==> src/flash_seq_defines.svh <==
// command codes, address layout and timing constants of the flash sequencer
`ifndef FLASH_SEQ_DEFINES_SVH
`define FLASH_SEQ_DEFINES_SVH
`define WRITE_ENABLE_CMD 8'h06
`define SECTOR_ERASE_CMD 8'h20
`define BLOCK_ERASE_CMD 8'hD8
`define CHIP_ERASE_CMD 8'h60
`define CHIP_ERASE_ALT_CMD 8'hC7
`define PAGE_PROGRAM_CMD 8'h02
`define DEEP_POWERDOWN_CMD 8'hB9
`define RELEASE_POWERDOWN_CMD 8'hAB
`define LEGACY_SIGNATURE_CMD `RELEASE_POWERDOWN_CMD
`define READ_IDENTIFICATION_CMD 8'h9F
`define MAKER_DEVICE_CODE_CMD 8'h90
`define MAKER_DEVICE_CODE_ALT_CMD 8'hEF
`define DEVICE_FIRST_ADDR 8'h01
`define ADDR_BITS 24
`define SECTOR_LSB 12
`define BLOCK_LSB 16
`define PAGE_LSB 8
`define HEADER_BYTES 3'h4
`define CLK_MHZ 20
`define CLK_PERIOD_NS 50
`define SECTOR_ERASE_TIME_US 60000
`define BLOCK_ERASE_TIME_US 700000
`define CHIP_ERASE_TIME_US 9000000
`define PAGE_PROGRAM_TIME_US 1400
`define POWERDOWN_ENTRY_DELAY_NS 10000
`define POWERDOWN_RELEASE_DELAY_NS 8800
`define POWERDOWN_ENTRY_CYCLES ((`POWERDOWN_ENTRY_DELAY_NS + `CLK_PERIOD_NS - 1) / `CLK_PERIOD_NS)
`define POWERDOWN_RELEASE_CYCLES (`POWERDOWN_RELEASE_DELAY_NS / `CLK_PERIOD_NS)
`endif

==> src/flash_seq_pkg.sv <==
// types shared by the flash sequencer
package flash_seq_pkg;
  typedef enum logic [2:0] {
    ST_IDLE = 3'h1,
    ST_STREAM = 3'h2,
    ST_TIMED = 3'h4
  } op_state_e;
  typedef enum logic [1:0] {
    ERASE_SECTOR = 2'h0,
    ERASE_BLOCK = 2'h1,
    ERASE_CHIP = 2'h2
  } erase_kind_e;
endpackage

==> src/flash_pin_sync.sv <==
// three-stage pin synchroniser with agreement filter and edge pulses
`timescale 1ns/100ps
module flash_pin_sync #(
  parameter int W = 3,
  parameter logic [W-1:0] RESET_VAL = '0
) (
  input wire logic clock,
  input wire logic rst,
  input wire logic [W-1:0] pins,
  output logic [W-1:0] level,
  output logic [W-1:0] rise,
  output logic [W-1:0] fall
);
  logic [W-1:0] s1;
  logic [W-1:0] s2;
  logic [W-1:0] s3;
  logic [W-1:0] agree;

  always_ff @(posedge clock or posedge rst) begin
    if (rst) begin
      s1 <= RESET_VAL;
      s2 <= RESET_VAL;
      s3 <= RESET_VAL;
    end else begin
      s1 <= pins;
      s2 <= s1;
      s3 <= s2;
    end
  end

  assign agree = ~(s2 ^ s3);

  always_ff @(posedge clock or posedge rst) begin
    if (rst) begin
      level <= RESET_VAL;
    end else begin
      level <= (agree & s3) | (~agree & level);
    end
  end

  assign rise = agree & s3 & ~level;
  assign fall = agree & ~s3 & level;
endmodule

==> src/flash_two_entry_buffer.sv <==
// small valid/ready buffer decoupling the program stream from the array
`timescale 1ns/100ps
module flash_two_entry_buffer #(
  parameter int W = 32,
  parameter int DEPTH = 2
) (
  input wire logic clock,
  input wire logic rst,
  input wire logic in_valid,
  output logic in_ready,
  input wire logic [W-1:0] in_data,
  output logic out_valid,
  input wire logic out_ready,
  output logic [W-1:0] out_data
);
  localparam int PW = $clog2(DEPTH);
  logic [W-1:0] mem [DEPTH];
  logic [PW-1:0] wr_ptr;
  logic [PW-1:0] rd_ptr;
  logic [PW:0] count;
  logic push;
  logic pop;

  assign in_ready = count != (PW+1)'(DEPTH);
  assign out_valid = count != '0;
  assign out_data = mem[rd_ptr];
  assign push = in_valid && in_ready;
  assign pop = out_valid && out_ready;

  always_ff @(posedge clock) begin
    if (push) begin
      mem[wr_ptr] <= in_data;
    end
  end

  always_ff @(posedge clock or posedge rst) begin
    if (rst) begin
      wr_ptr <= '0;
      rd_ptr <= '0;
      count <= '0;
    end else begin
      if (push) begin
        wr_ptr <= (wr_ptr == PW'(DEPTH - 1)) ? '0 : wr_ptr + PW'(1);
      end
      if (pop) begin
        rd_ptr <= (rd_ptr == PW'(DEPTH - 1)) ? '0 : rd_ptr + PW'(1);
      end
      count <= count + (PW+1)'(push) - (PW+1)'(pop);
    end
  end
endmodule

==> src/flash_sequencer.sv <==
// serial flash erase, program, power-down and identification command logic
//
// Contract
// - sector erase sets one 4K-byte sector to ones, needs latch set first
// - sector chosen by address bits from the top down to bit 12
// - erase/program end on byte boundary after last address byte, else rejected
// - sector erase self-timed on select rise; busy held, latch cleared; protected skipped
// - block erase sets one 64K-byte block to ones, needs latch set
// - block erase self-timed on select rise; busy then latch clear; protected skipped
// - chip erase self-timed on select rise; busy held; latch cleared at end
// - chip erase runs only when all protect bits are zero
// - page program clears bits; needs latch; select held low whole transfer
// - program data past page end wraps to page start
// - over 256 bytes: only the last 256 are programmed
// - under 256 bytes: only addressed bytes of the page change
// - page program self-timed on select rise; busy, latch clear; protected skipped
// - in deep power-down only release and signature commands act
// - deep power-down entered a fixed delay after select rise
// - power-down commands end exactly after eighth opcode bit, else ignored
// - release immediate if awake, else after release delay
// - signature byte repeats while clocked; ends on select rise after one readout
// - release and signature ignored while a busy cycle runs
// - identification gives one maker byte, two device bytes; not while busy
// - maker/device code: opcode, two dummy bytes, address byte, then MSB first
// - address byte one gives device code first, then alternates
`timescale 1ns/100ps
`include "flash_seq_defines.svh"
module flash_sequencer #(
  parameter int unsigned SECTOR_ERASE_CYCLES = `SECTOR_ERASE_TIME_US * `CLK_MHZ,
  parameter int unsigned BLOCK_ERASE_CYCLES = `BLOCK_ERASE_TIME_US * `CLK_MHZ,
  parameter int unsigned CHIP_ERASE_CYCLES = `CHIP_ERASE_TIME_US * `CLK_MHZ,
  parameter int unsigned PAGE_PROGRAM_CYCLES = `PAGE_PROGRAM_TIME_US * `CLK_MHZ,
  parameter logic [7:0] MAKER_CODE = 8'h5A,
  parameter logic [7:0] MEMORY_TYPE_CODE = 8'h11,
  parameter logic [7:0] DENSITY_CODE = 8'h22,
  parameter logic [7:0] SIGNATURE_CODE = 8'h33
) (
  input wire logic clock,
  input wire logic rst,
  input wire logic cs_n,
  input wire logic sclk,
  input wire logic si,
  output logic so_out,
  output logic so_oe,
  input wire logic [3:0] block_protect_bits,
  output logic write_in_progress,
  output logic write_enable_latch,
  output logic deep_powerdown,
  output logic erase_req,
  output flash_seq_pkg::erase_kind_e erase_kind,
  output logic [`ADDR_BITS-1:0] erase_addr,
  output logic prog_valid,
  input wire logic prog_ready,
  output logic [`ADDR_BITS-1:0] prog_addr,
  output logic [7:0] prog_data
);
  localparam int AW = `ADDR_BITS;
  localparam logic [11:0] ENTRY_CYCLES = 12'(`POWERDOWN_ENTRY_CYCLES);
  localparam logic [11:0] RELEASE_CYCLES = 12'(`POWERDOWN_RELEASE_CYCLES);

  logic [2:0] pin_level;
  logic [2:0] pin_rise;
  logic [2:0] pin_fall;
  logic cs_n_s;
  logic cs_rise;
  logic cs_fall;
  logic sclk_rise;
  logic sclk_fall;
  logic si_s;

  flash_pin_sync #(.W(3), .RESET_VAL(3'h6)) pin_sync (
    .clock(clock),
    .rst(rst),
    .pins({cs_n, sclk, si}),
    .level(pin_level),
    .rise(pin_rise),
    .fall(pin_fall)
  );

  assign cs_n_s = pin_level[2];
  assign cs_rise = pin_rise[2];
  assign cs_fall = pin_fall[2];
  assign sclk_rise = pin_rise[1] && !cs_n_s;
  assign sclk_fall = pin_fall[1] && !cs_n_s;
  assign si_s = pin_level[0];

  logic [2:0] bit_cnt;
  logic [2:0] byte_cnt;
  logic [6:0] shift;
  logic [7:0] opcode;
  logic [AW-1:0] addr;
  logic [1:0] out_idx;
  logic byte_done;
  logic [7:0] next_byte;
  flash_seq_pkg::op_state_e state;
  logic [31:0] timer;
  logic [7:0] page_mem [256];
  logic [255:0] page_mask;
  logic [7:0] fill_ptr;
  logic [7:0] scan_idx;
  logic pd_entering;
  logic pd_leaving;
  logic [11:0] pd_timer;
  logic pd_any;
  logic buf_in_valid;
  logic buf_in_ready;
  logic [AW+7:0] buf_out;

  assign byte_done = sclk_rise && bit_cnt == 3'h7;
  assign next_byte = {shift, si_s};
  assign write_in_progress = state != flash_seq_pkg::ST_IDLE;
  assign pd_any = deep_powerdown || pd_entering || pd_leaving;

  // serial framing: bit and byte counters, opcode and address capture
  always_ff @(posedge clock or posedge rst) begin
    if (rst) begin
      bit_cnt <= 3'h0;
      byte_cnt <= 3'h0;
      shift <= 7'h00;
      opcode <= 8'h00;
      addr <= '0;
    end else if (cs_fall) begin
      bit_cnt <= 3'h0;
      byte_cnt <= 3'h0;
    end else if (sclk_rise) begin
      bit_cnt <= bit_cnt + 3'h1;
      shift <= next_byte[6:0];
      if (byte_done && byte_cnt != 3'h7) begin
        byte_cnt <= byte_cnt + 3'h1;
      end
      if (byte_done && byte_cnt == 3'h0) begin
        opcode <= next_byte;
      end
      // address frozen while a cycle still uses it
      if (byte_done && byte_cnt != 3'h0 && byte_cnt < `HEADER_BYTES && !write_in_progress) begin
        addr <= {addr[AW-9:0], next_byte};
      end
    end
  end

  // page buffer fill; the pointer wraps within the page
  logic prog_op;
  assign prog_op = opcode == `PAGE_PROGRAM_CMD && !write_in_progress;

  always_ff @(posedge clock) begin
    if (byte_done && prog_op && byte_cnt >= `HEADER_BYTES) begin
      page_mem[fill_ptr] <= next_byte;
    end
  end

  always_ff @(posedge clock or posedge rst) begin
    if (rst) begin
      fill_ptr <= 8'h00;
      page_mask <= '0;
    end else if (cs_fall && !write_in_progress) begin
      page_mask <= '0;
    end else if (byte_done && prog_op) begin
      if (byte_cnt == `HEADER_BYTES - 3'h1) begin
        fill_ptr <= next_byte;
      end else if (byte_cnt >= `HEADER_BYTES) begin
        fill_ptr <= fill_ptr + 8'h01;
        page_mask[fill_ptr] <= 1'b1;
      end
    end
  end

  // command acceptance at the end of a frame
  logic aligned;
  logic can_cmd;
  logic is_chip_erase;
  logic is_maker_code;
  logic wel_go;
  logic erase_go;
  logic prog_go;
  logic dp_go;
  logic rel_go;
  logic target_protected;

  function automatic logic covers(input logic [3:0] bp, input logic [AW-1:0] a);
    logic [8:0] span;
    logic [8:0] blk;
    span = (bp >= 4'h9) ? 9'h100 : 9'(9'h001 << (bp - 4'h1));
    blk = {1'b0, a[AW-1:`BLOCK_LSB]};
    covers = bp != 4'h0 && blk >= 9'h100 - span;
  endfunction

  assign aligned = bit_cnt == 3'h0;
  assign can_cmd = cs_rise && aligned && !write_in_progress && !pd_any;
  assign is_chip_erase = opcode == `CHIP_ERASE_CMD || opcode == `CHIP_ERASE_ALT_CMD;
  assign is_maker_code = opcode == `MAKER_DEVICE_CODE_CMD || opcode == `MAKER_DEVICE_CODE_ALT_CMD;
  assign target_protected = covers(block_protect_bits, addr);
  assign wel_go = can_cmd && byte_cnt == 3'h1 && opcode == `WRITE_ENABLE_CMD;
  assign erase_go = can_cmd && write_enable_latch &&
    (((opcode == `SECTOR_ERASE_CMD || opcode == `BLOCK_ERASE_CMD) && byte_cnt == `HEADER_BYTES && !target_protected)
    || (is_chip_erase && byte_cnt == 3'h1 && block_protect_bits == 4'h0));
  assign prog_go = can_cmd && write_enable_latch && opcode == `PAGE_PROGRAM_CMD &&
    byte_cnt > `HEADER_BYTES && !target_protected;
  assign dp_go = can_cmd && byte_cnt == 3'h1 && opcode == `DEEP_POWERDOWN_CMD;
  assign rel_go = cs_rise && !write_in_progress && opcode == `RELEASE_POWERDOWN_CMD &&
    ((aligned && byte_cnt == 3'h1) || byte_cnt > `HEADER_BYTES);

  // self-timed cycle sequencer
  always_ff @(posedge clock or posedge rst) begin
    if (rst) begin
      state <= flash_seq_pkg::ST_IDLE;
      timer <= 32'h0;
      scan_idx <= 8'h00;
      erase_req <= 1'b0;
      erase_kind <= flash_seq_pkg::ERASE_SECTOR;
      erase_addr <= '0;
    end else begin
      erase_req <= 1'b0;
      unique case (state)
        flash_seq_pkg::ST_IDLE: begin
          if (erase_go) begin
            erase_req <= 1'b1;
            state <= flash_seq_pkg::ST_TIMED;
            if (is_chip_erase) begin
              erase_kind <= flash_seq_pkg::ERASE_CHIP;
              erase_addr <= '0;
              timer <= CHIP_ERASE_CYCLES;
            end else if (opcode == `SECTOR_ERASE_CMD) begin
              erase_kind <= flash_seq_pkg::ERASE_SECTOR;
              erase_addr <= {addr[AW-1:`SECTOR_LSB], {`SECTOR_LSB{1'b0}}};
              timer <= SECTOR_ERASE_CYCLES;
            end else begin
              erase_kind <= flash_seq_pkg::ERASE_BLOCK;
              erase_addr <= {addr[AW-1:`BLOCK_LSB], {`BLOCK_LSB{1'b0}}};
              timer <= BLOCK_ERASE_CYCLES;
            end
          end else if (prog_go) begin
            scan_idx <= 8'h00;
            state <= flash_seq_pkg::ST_STREAM;
          end
        end
        flash_seq_pkg::ST_STREAM: begin
          if (!page_mask[scan_idx] || buf_in_ready) begin
            scan_idx <= scan_idx + 8'h01;
            if (scan_idx == 8'hFF) begin
              timer <= PAGE_PROGRAM_CYCLES;
              state <= flash_seq_pkg::ST_TIMED;
            end
          end
        end
        flash_seq_pkg::ST_TIMED: begin
          timer <= timer - 32'h1;
          if (timer <= 32'h1) begin
            state <= flash_seq_pkg::ST_IDLE;
          end
        end
      endcase
    end
  end

  logic cycle_end;
  assign cycle_end = state == flash_seq_pkg::ST_TIMED && timer <= 32'h1;

  // latch cleared at end of cycle
  always_ff @(posedge clock or posedge rst) begin
    if (rst) begin
      write_enable_latch <= 1'b0;
    end else if (wel_go) begin
      write_enable_latch <= 1'b1;
    end else if (cycle_end) begin
      write_enable_latch <= 1'b0;
    end
  end

  // program data toward the array through the buffer
  assign buf_in_valid = state == flash_seq_pkg::ST_STREAM && page_mask[scan_idx];

  flash_two_entry_buffer #(.W(AW + 8), .DEPTH(2)) prog_buffer (
    .clock(clock),
    .rst(rst),
    .in_valid(buf_in_valid),
    .in_ready(buf_in_ready),
    .in_data({addr[AW-1:`PAGE_LSB], scan_idx, page_mem[scan_idx]}),
    .out_valid(prog_valid),
    .out_ready(prog_ready),
    .out_data(buf_out)
  );

  assign prog_addr = buf_out[AW+7:8];
  assign prog_data = buf_out[7:0];

  // deep power-down entry and release timing
  always_ff @(posedge clock or posedge rst) begin
    if (rst) begin
      deep_powerdown <= 1'b0;
      pd_entering <= 1'b0;
      pd_leaving <= 1'b0;
      pd_timer <= 12'h000;
    end else if (rel_go) begin
      pd_entering <= 1'b0;
      if (deep_powerdown) begin
        pd_leaving <= 1'b1;
        pd_timer <= RELEASE_CYCLES;
      end else begin
        pd_timer <= 12'h000;
      end
    end else if (dp_go) begin
      pd_entering <= 1'b1;
      pd_timer <= ENTRY_CYCLES;
    end else if (pd_timer != 12'h000) begin
      pd_timer <= pd_timer - 12'h001;
      if (pd_timer == 12'h001) begin
        deep_powerdown <= pd_entering;
        pd_entering <= 1'b0;
        pd_leaving <= 1'b0;
      end
    end
  end

  // readout: header length, code rotation and output byte
  logic [2:0] hdr_len;
  logic [1:0] idx_last;
  logic read_ok;
  logic [7:0] out_byte;
  logic out_phase;

  always_comb begin
    hdr_len = `HEADER_BYTES;
    idx_last = 2'h0;
    read_ok = 1'b0;
    out_byte = 8'h00;
    if (opcode == `READ_IDENTIFICATION_CMD) begin
      hdr_len = 3'h1;
      idx_last = 2'h2;
      read_ok = !write_in_progress && !pd_any;
      out_byte = (out_idx == 2'h0) ? MAKER_CODE : (out_idx == 2'h1) ? MEMORY_TYPE_CODE : DENSITY_CODE;
    end else if (is_maker_code) begin
      idx_last = 2'h1;
      read_ok = !write_in_progress && !pd_any;
      out_byte = ((addr[7:0] == `DEVICE_FIRST_ADDR) ^ out_idx[0]) ? SIGNATURE_CODE : MAKER_CODE;
    end else if (opcode == `LEGACY_SIGNATURE_CMD) begin
      read_ok = !write_in_progress;
      out_byte = SIGNATURE_CODE;
    end
  end

  assign out_phase = byte_cnt >= hdr_len && !cs_n_s;
  assign so_oe = out_phase && read_ok;

  always_ff @(posedge clock or posedge rst) begin
    if (rst) begin
      out_idx <= 2'h0;
      so_out <= 1'b0;
    end else if (cs_fall) begin
      out_idx <= 2'h0;
      so_out <= 1'b0;
    end else begin
      if (byte_done && byte_cnt >= hdr_len) begin
        out_idx <= (out_idx == idx_last) ? 2'h0 : out_idx + 2'h1;
      end
      if (sclk_fall && out_phase) begin
        so_out <= out_byte[3'h7 - bit_cnt];
      end
    end
  end
endmodule

==> config.mk <==
export PLATFORM = sky130hd
export DESIGN_NAME = flash_sequencer
export DESIGN_NICKNAME = d
export VERILOG_FILES = /design/src/flash_seq_pkg.sv /design/src/flash_pin_sync.sv /design/src/flash_two_entry_buffer.sv /design/src/flash_sequencer.sv
export VERILOG_INCLUDE_DIRS = /design/src
export SDC_FILE = /design/constraint.sdc
export NUM_CORES = 2
export LEC_CHECK = 0
export BUFFER_PORTS_ARGS = -buffer_cell sky130_fd_sc_hd__buf_4
export CORE_MARGIN = 10
export CORE_UTILIZATION = 40
export CTS_BUF_LIST = sky130_fd_sc_hd__clkbuf_16
export CTS_CLUSTER_DIAMETER = 80
export DETAILED_ROUTE_END_ITERATION = 6
export PLACE_DENSITY = 0.52
export SYNTH_ARGS = -nofsm -noshare
export SYNTH_HDL_FRONTEND = slang
export SYNTH_SLANG_ARGS = --single-unit
==> constraint.sdc <==
create_clock -name clock -period 14.5 [get_ports clock]
set_input_delay 0 -clock clock [delete_from_list [all_inputs] [get_ports clock]]
set_output_delay 0 -clock clock [all_outputs]
set_load 0.05 [all_outputs]
# [After elaboration in Yosys (flattened, before gate mapping)]
# Memories as Yosys holds them, arrays and structs flattened.
# Cells that the tools add are included.
[word_totals] wordCells=273 reg_bits=414 ram_bits=2112 mem_bits_ro=0 n_memories=2 latchBits=0
[classes] mux=76 mul=0 n_shift=1 n_addsub=14 eq_ne=36 reduce_logical=89 bitwise=17 magnitude_cmp=11 div=0
[mem_list] name="page_mem" depth=256 word_bits=8 read_ports=1 rd_ports_with_merged_regs=0 write_ports=1 line_no="flash_sequencer.sv:97" source="logic [7:0] page_mem [256];"
[mem_list] name="prog_buffer.mem" depth=2 word_bits=32 read_ports=1 rd_ports_with_merged_regs=0 write_ports=1 line_no="flash_two_entry_buffer.sv:17" source="logic [W-1:0] mem [DEPTH];"
[op_table] cell="$mux 256" count=4
[op_table] cell="$or 256x256->256" count=1
[op_table] cell="$mux 32" count=3
[op_table] cell="$pmux 32 s3" count=1
[op_table] cell="$eq 8x8->1 const B" count=8
[op_table] cell="$mux 24" count=2
[op_table] cell="$mux 8" count=6
[op_table] cell="$logic_and 1x1->1" count=42
[op_table] cell="$mux 12" count=3
[op_table] cell="$mux 3" count=11
[op_table] cell="$le 32x1->1 const B" count=1
[op_table] cell="$sub 32x1->32 const B" count=1
[op_table] cell="$mux 28" count=1
[op_table] cell="$mux 7" count=4
[op_table] cell="$mux 1" count=27
[op_table] cell="$reduce_bool 2->1" count=12
[op_table] cell="$lt 8x9->1 const B" count=2
[op_table] cell="$ne 2x2->1 const B" count=9
[op_table] cell="$add 8x1->8 const B" count=2
[op_table] cell="$mux 16" count=1
[op_table] cell="$pmux 8 s2" count=1
[op_table] cell="$reduce_and 4->1" count=4
[op_table] cell="$and 3x3->3" count=5
[op_table] cell="$reduce_and 3->1" count=5
[op_table] cell="53 further kinds" count=88

# [Longest topological paths before layout]
[logic_depth] word_depth=14 mapped_depth=15 depth_no_buf=13

# [By module]
# A second synthesis with hierarchy kept.
[hier_totals] hier_cells=4936 hier_area_um2=99908.3
[by_module_without_submodules] module="flash_sequencer" cells_per_inst=4779 instances=1 area_per_inst_um2=96870.4
[by_module_without_submodules] module="flash_two_entry_buffer" cells_per_inst=123 instances=1 area_per_inst_um2=2543.7
[by_module_without_submodules] module="flash_pin_sync" cells_per_inst=34 instances=1 area_per_inst_um2=494.2

# [Worst setup path after synthesis]
# No wires, ideal clock.
[synth_path] kind="register to register" start="register scan_idx[3]" end="memory prog_buffer.mem[0][0], enable pin" setup_slack_ns=8.902 path_stages_with_launch=11 period_less_slack_ns=5.598 required_ns=13.998 t_arrival_ns=5.097 path_cell_list="dfrtp_1 -> inv_1 -> buf_2 -> clkbuf_1 -> clkbuf_1 -> nand3_1 -> nand4_1 -> o31ai_1 -> a31oi_1 -> a32oi_1 -> nor4_1"
[synth_between] elab_chain_cells=6
[synth_lines] element="from (decl)" line_no="flash_sequencer.sv:100" source="logic [7:0] scan_idx;"
[synth_lines] element="from (signal assigned)" line_no="flash_sequencer.sv:238" source="scan_idx <= scan_idx + 8'h01;"
[synth_lines] element="$bmux 1 s8" line_no="flash_sequencer.sv:270" source="assign buf_in_valid = state == flash_seq_pkg::ST_STREAM && page_mask[scan_idx];"
[synth_lines] element="$mux 1 (implied by the code)" line_no="flash_sequencer.sv:270"
[synth_lines] element="$logic_and 1x1->1" line_no="flash_sequencer.sv:270"
[synth_lines] element="$logic_and 1x1->1" line_no="flash_two_entry_buffer.sv:27" source="assign push = in_valid && in_ready;"
[synth_lines] element="$mux 1" line_no="flash_two_entry_buffer.sv:31" source="if (push) begin"
[synth_lines] element="$mux 1 (implied by the code)" line_no="flash_two_entry_buffer.sv:32" source="mem[wr_ptr] <= in_data;"
[synth_lines] element="to (decl)" line_no="flash_two_entry_buffer.sv:17"
# No other way between the ends. The select of a mux whose other input is x is not followed.

# [Worst setup path in the final report]
[layout_path] start="register scan_idx[0]" end="memory prog_buffer.mem[1][30], enable pin"
[layout_between] elab_chain_cells=6
[layout_lines] element="$bmux 1 s8" line_no="flash_sequencer.sv:270"
[layout_lines] element="$mux 1 (implied by the code)" line_no="flash_sequencer.sv:270"
[layout_lines] element="$logic_and 1x1->1" line_no="flash_sequencer.sv:270"
[layout_lines] element="$logic_and 1x1->1" line_no="flash_two_entry_buffer.sv:27"
[layout_lines] element="net prog_buffer.push" line_no="flash_two_entry_buffer.sv:21" source="logic push;"
[layout_lines] element="$mux 1" line_no="flash_two_entry_buffer.sv:31"
[layout_lines] element="$mux 1 (implied by the code)" line_no="flash_two_entry_buffer.sv:32"
# The timed path passes the listed nets, and every way through them passes these cells. The select of a mux whose other input is x is not followed.

==> impl_metrics.xml <==
<?xml version="1.0" encoding="UTF-8"?>
<metrics>
  <group name="critical_path">
    <metric name="critical_path_arrival" unit="ns">6.63</metric>
    <metric name="worstPathRequired" unit="ns">15.02</metric>
    <metric name="ff2ff_path_depth" unit="">10</metric>
    <metric name="cp-start-kind" unit="">flop</metric>
    <metric name="critical_setup_path_kind" unit="">reg -&gt; reg</metric>
    <metric name="cp_max_fo" unit="">45</metric>
    <metric name="worstSetupEndpointType" unit="">flop</metric>
  </group>
  <group name="timing">
    <metric name="period_share" unit="%">42.2</metric>
    <metric name="setup_repair_after_global_routing_missed_its_margin" unit="">false</metric>
    <metric name="final.setup_skew" unit="ns">0.0552</metric>
    <metric name="maxSlewViolCount" unit="">66</metric>
    <metric name="achievable_frequency" unit="GHz">0.164</metric>
    <metric name="timing.final.setup_violations" unit="">0</metric>
    <metric name="setup_tns" unit="ns">0</metric>
    <metric name="timing_hold_violations_final" unit="">0</metric>
    <metric name="max_slew.worst_pin.slew" unit="ns">1.61</metric>
    <metric name="finalCriticalPeriod" unit="ns">6.11</metric>
    <metric name="slew-limit-headroom" unit="%">-7.02</metric>
  </group>
  <group name="global_route">
    <metric name="globalRouteOverflowTotal" unit="">0</metric>
    <metric name="grt.total_usage" unit="%">19.4</metric>
    <metric name="first_pass_grt_wire_length" unit="mm">382</metric>
    <metric name="largest_net_degree_at_the_start_of_global_routing" unit="">201</metric>
    <metric name="grt_pass1_vias" unit="">50133</metric>
    <metric name="initial_antenna_violation_count" unit="">15</metric>
  </group>
  <group name="routing">
    <metric name="number_of_drc_violations_after_detailed_routing_iteration_0" unit="">4875</metric>
    <metric name="drc" unit="">2</metric>
    <metric name="drtAntennaViolNets" unit="">0</metric>
    <metric name="vias" unit="">49284</metric>
    <metric name="wire_per_inst" unit="um">30.6</metric>
    <metric name="dr.pass1.iters" unit="">7</metric>
    <metric name="vias_per_cell" unit="">5.69</metric>
    <metric name="drt-total-wl" unit="mm">266</metric>
  </group>
  <group name="synth">
    <metric name="yosys.area_share.xor_xnor" unit="%">0.202</metric>
    <metric name="synth_flop_cell" unit="">sky130_fd_sc_hd__edfxtp_1</metric>
    <metric name="synth-seq-area-share" unit="%">73.7</metric>
    <metric name="synth_compound_gate_area_share" unit="%">3.39</metric>
    <metric name="synthesis.instances" unit="">4897</metric>
    <metric name="synth_cell_type_count" unit="">71</metric>
    <metric name="ys_seq_elements" unit="">2514</metric>
    <metric name="post_syn_area" unit="sq um">99700</metric>
    <metric name="number_of_enable_flip_flop_cells_after_synthesis" unit="">2112</metric>
    <metric name="asyncSetResetFlopFracSynth" unit="%">16.0</metric>
    <metric name="synth_top_family_by_area" unit="">multiplexers</metric>
    <metric name="yosysWarningCount" unit="">0</metric>
    <metric name="avgSynthCellArea" unit="sq um">20.4</metric>
    <metric name="synth_simple_gate_area_share" unit="%">2.81</metric>
    <metric name="share_of_synthesized_cell_area_in_full_adder_half_adder_and_majority_cells" unit="%">0.487</metric>
    <metric name="synthMuxAreaShare" unit="%">17.8</metric>
  </group>
  <group name="die">
    <metric name="die_area" unit="sq um">270000</metric>
    <metric name="floorplan_die_height" unit="um">519</metric>
    <metric name="io_count" unit="">75</metric>
    <metric name="rows" unit="">183</metric>
    <metric name="design.core.area" unit="sq um">248000</metric>
    <metric name="floorplan.die.width" unit="um">519</metric>
    <metric name="start_util" unit="%">40.1</metric>
  </group>
  <group name="cts">
    <metric name="cts-root-buf" unit="">sky130_fd_sc_hd__clkbuf_16</metric>
    <metric name="postCtsHoldBufs" unit="">12</metric>
    <metric name="cts_repair_resize_count" unit="">0</metric>
    <metric name="tritoncts_clock_tree" unit="">yes</metric>
    <metric name="cts_sinks" unit="">2514</metric>
    <metric name="postCtsSetupBuffers" unit="">0</metric>
    <metric name="cts_buffers" unit="">290</metric>
    <metric name="clk-insertion-delay-late" unit="ns">0.93</metric>
    <metric name="clk_pin_slew" unit="ns">0.06</metric>
    <metric name="clk_path_buf_depth" unit="">4</metric>
    <metric name="clock_tree.htree_level_count" unit="">5</metric>
  </group>
  <group name="outcome">
    <metric name="failed_checks" unit="">design-rule violations, max-slew violations</metric>
    <metric name="outcome" unit="">complete, but fails checks</metric>
  </group>
  <group name="worst_hold_path">
    <metric name="path_type_of_the_worst_min_delay_path" unit="">in -&gt; reg</metric>
    <metric name="cell_count_of_the_worst_hold_path" unit="">4</metric>
  </group>
  <group name="power">
    <metric name="largest_voltage_drop_on_the_vdd_net" unit="V">0.000132</metric>
    <metric name="power.static_leakage" unit="nW">39.1</metric>
    <metric name="pwr_density_cell" unit="nW/um^2">144</metric>
  </group>
  <group name="cells_and_area">
    <metric name="layout-drive-gt1-share" unit="%">27.0</metric>
    <metric name="final_core_utilization" unit="%">45.6</metric>
    <metric name="finalNetCount" unit="">5171</metric>
    <metric name="synthToLayoutAreaGrowth" unit="%">13.5</metric>
  </group>
  <group name="place">
    <metric name="dpl.hpwl" unit="mm">160</metric>
    <metric name="gpl.final_weighted_congestion" unit="">0.777</metric>
    <metric name="io_buffer_count" unit="">62</metric>
  </group>
  <group name="flow_run">
    <metric name="max_cap_violations" unit="">0</metric>
  </group>
</metrics>
-- critical path: stages, from the launching register on --
cell and delay, ns:
sky130_fd_sc_hd__dfrtp_4 0.78, sky130_fd_sc_hd__buf_4 0.75, sky130_fd_sc_hd__buf_4 0.85, sky130_fd_sc_hd__mux4_2 0.38, sky130_fd_sc_hd__nand3_1 0.08, sky130_fd_sc_hd__a31oi_1 0.38, sky130_fd_sc_hd__o21ai_0 0.29, sky130_fd_sc_hd__a31oi_1 0.51
sky130_fd_sc_hd__a32oi_1 0.27, sky130_fd_sc_hd__nor3_1 0.38, sky130_fd_sc_hd__and2_2 0.92
-- sequential cells by signal, summed over array words and instances, names as in the netlist, 2 cells and up, named ones only --
name               flops
page_mem            2048
prog_buffer.count      2
prog_buffer.mem       64
bit_cnt                3
pin_sync.s3            3
fill_ptr               8
addr                  24
pin_sync.s2            3
byte_cnt               3
opcode                 8
page_mask            256
erase_addr            12
shift                  7
timer                 32
erase_kind             2
state                  3
scan_idx               8
pd_timer              12
pin_sync.s1            3
out_idx                2
-- power by group --
part | switching [mW] | internal (mW)
Combinational | 0.695 | 0.0847
Sequential | 0.207 | 8.52
Clock | 2.83 | 3.94
Total | 3.73 | 12.5
-- cell usage after synthesis, types with 10 or more instances --
master / number / area (sq um)
sky130_fd_sc_hd__edfxtp_1: 2112 / 63400
sky130_fd_sc_hd__mux4_2: 737 / 16600
sky130_fd_sc_hd__dfrtp_1: 393 / 9830
sky130_fd_sc_hd__nor2_1: 324 / 1220
sky130_fd_sc_hd__o21a_1: 259 / 1940
sky130_fd_sc_hd__clkbuf_1: 165 / 619
sky130_fd_sc_hd__nand2_1: 136 / 510
sky130_fd_sc_hd__mux2_2: 74 / 833
sky130_fd_sc_hd__buf_2: 73 / 365
sky130_fd_sc_hd__o21ai_0: 70 / 350
sky130_fd_sc_hd__inv_1: 51 / 191
sky130_fd_sc_hd__a21oi_1: 42 / 210
sky130_fd_sc_hd__nor3_1: 42 / 210
sky130_fd_sc_hd__nand3_1: 39 / 195
sky130_fd_sc_hd__ha_1: 38 / 475
sky130_fd_sc_hd__mux2i_1: 36 / 360
sky130_fd_sc_hd__o31ai_1: 26 / 195
sky130_fd_sc_hd__buf_4: 25 / 188
sky130_fd_sc_hd__buf_1: 19 / 71.3
sky130_fd_sc_hd__a31oi_1: 16 / 100
sky130_fd_sc_hd__and3_1: 14 / 87.6
sky130_fd_sc_hd__nor2b_1: 14 / 87.6
sky130_fd_sc_hd__and2_1: 13 / 81.3
sky130_fd_sc_hd__nand4_1: 13 / 81.3
sky130_fd_sc_hd__xnor2_1: 13 / 114
sky130_fd_sc_hd__a22oi_1: 12 / 90.1
sky130_fd_sc_hd__nor4_1: 12 / 75.1
sky130_fd_sc_hd__buf_6: 11 / 124
sky130_fd_sc_hd__xor2_1: 10 / 87.6
-- cell type report --
class                           instances  area, sq um
Inverter                               53          214
Sequential cell                      2514        73500
Clock buffer                          299         7480
Antenna cell                            2         5.00
Tap cell                             3330         4170
Multi-Input combinational cell       2048        24800
Fill cell                           20808       135000
Clock inverter                        206         1230
Timing Repair Buffer                  216         1740
-- final timing paths --
kind	start	end	slack (ns)
min in group asynchronous	rst	addr[9]	0.35
hold / removal	prog_ready	prog_buffer.rd_ptr	0.16
setup reg to reg	scan_idx[0]	prog_buffer.mem[1][30]	8.39
setup / recovery	scan_idx[0]	prog_buffer.mem[1][30]	8.39
max in group asynchronous	rst	shift[6]	11.85
hold reg to reg	pin_sync.s1[0]	pin_sync.s2[0]	0.35
-- per-stage QoR --
step | area [sq um] | cells | setup slack [ns] | power [mW] | hold slack, ns
floorplan | 99800 | 4908 | 3.33 | 9.28 | 0.00448
global placement | 104000 | 8149 | 8.28 | 9.64 | 0.111
detailed placement | 104000 | 8149 | 8.23 | 9.69 | 0.111
CTS | 113000 | 8666 | 8.24 | 16.5 | 0.0715
global route | 113000 | 8668 | 7.92 | 16.8 | 0.130
finish | 113000 | 8668 | 8.39 | 16.3 | 0.157
-- routing by layer --
| metal | vias up | GRT usage (%) | share of wire, % |
|---|---|---|---|
| li1 | 20480 | - | - |
| met1 | 26842 | 28.1 | 44 |
| met2 | 1581 | 30.5 | 47 |
| met3 | 373 | 3.51 | 6.3 |
| met4 | 8 | 5.02 | 2.5 |
| met5 | - | 0 | 0.11 |
-- placed cells by master, fill, tap and decap left out, types with 7 or more instances in the layout --
cell | synthesis | routed
sky130_fd_sc_hd__edfxtp_1 | 2112 | 2112
sky130_fd_sc_hd__mux4_2 | 737 | 737
sky130_fd_sc_hd__dfrtp_1 | 393 | 379
sky130_fd_sc_hd__nor2_1 | 324 | 324
sky130_fd_sc_hd__clkbuf_16 | 0 | 299
sky130_fd_sc_hd__o21a_1 | 259 | 259
sky130_fd_sc_hd__buf_4 | 25 | 197
sky130_fd_sc_hd__nand2_1 | 136 | 124
sky130_fd_sc_hd__inv_1 | 51 | 111
sky130_fd_sc_hd__clkinv_1 | 1 | 77
sky130_fd_sc_hd__mux2_2 | 74 | 74
sky130_fd_sc_hd__o21ai_0 | 70 | 70
sky130_fd_sc_hd__clkinv_2 | 0 | 43
sky130_fd_sc_hd__nor3_1 | 42 | 42
sky130_fd_sc_hd__a21oi_1 | 42 | 41
sky130_fd_sc_hd__ha_1 | 38 | 38
sky130_fd_sc_hd__mux2i_1 | 36 | 36
sky130_fd_sc_hd__nand3_1 | 39 | 34
sky130_fd_sc_hd__o31ai_1 | 26 | 26
sky130_fd_sc_hd__a31oi_1 | 16 | 16
sky130_fd_sc_hd__nor2b_1 | 14 | 14
sky130_fd_sc_hd__and3_1 | 14 | 14
sky130_fd_sc_hd__nand4_1 | 13 | 13
sky130_fd_sc_hd__xnor2_1 | 13 | 13
sky130_fd_sc_hd__bufinv_16 | 0 | 13
sky130_fd_sc_hd__and2_1 | 13 | 12
sky130_fd_sc_hd__a22oi_1 | 12 | 12
sky130_fd_sc_hd__nand2_2 | 0 | 12
sky130_fd_sc_hd__conb_1 | 1 | 12
sky130_fd_sc_hd__dlygate4sd3_1 | 0 | 12
sky130_fd_sc_hd__dfrtp_4 | 0 | 11
sky130_fd_sc_hd__nor4_1 | 12 | 10
sky130_fd_sc_hd__xor2_1 | 10 | 10
sky130_fd_sc_hd__o21ai_1 | 9 | 9
sky130_fd_sc_hd__dfstp_2 | 9 | 9
sky130_fd_sc_hd__nor3b_1 | 9 | 7
sky130_fd_sc_hd__buf_12 | 0 | 7
-- cell families after synthesis --
family	after synthesis
muxes	847
other	1
AOI/OAI and AO/OA	486
xor gates and xnor gates	23
and+or+nand+nor	641
adders and majority gates	39
buffers and inverters	346
DFF	2514
Note: power is estimated with default switching activity, not from simulation.
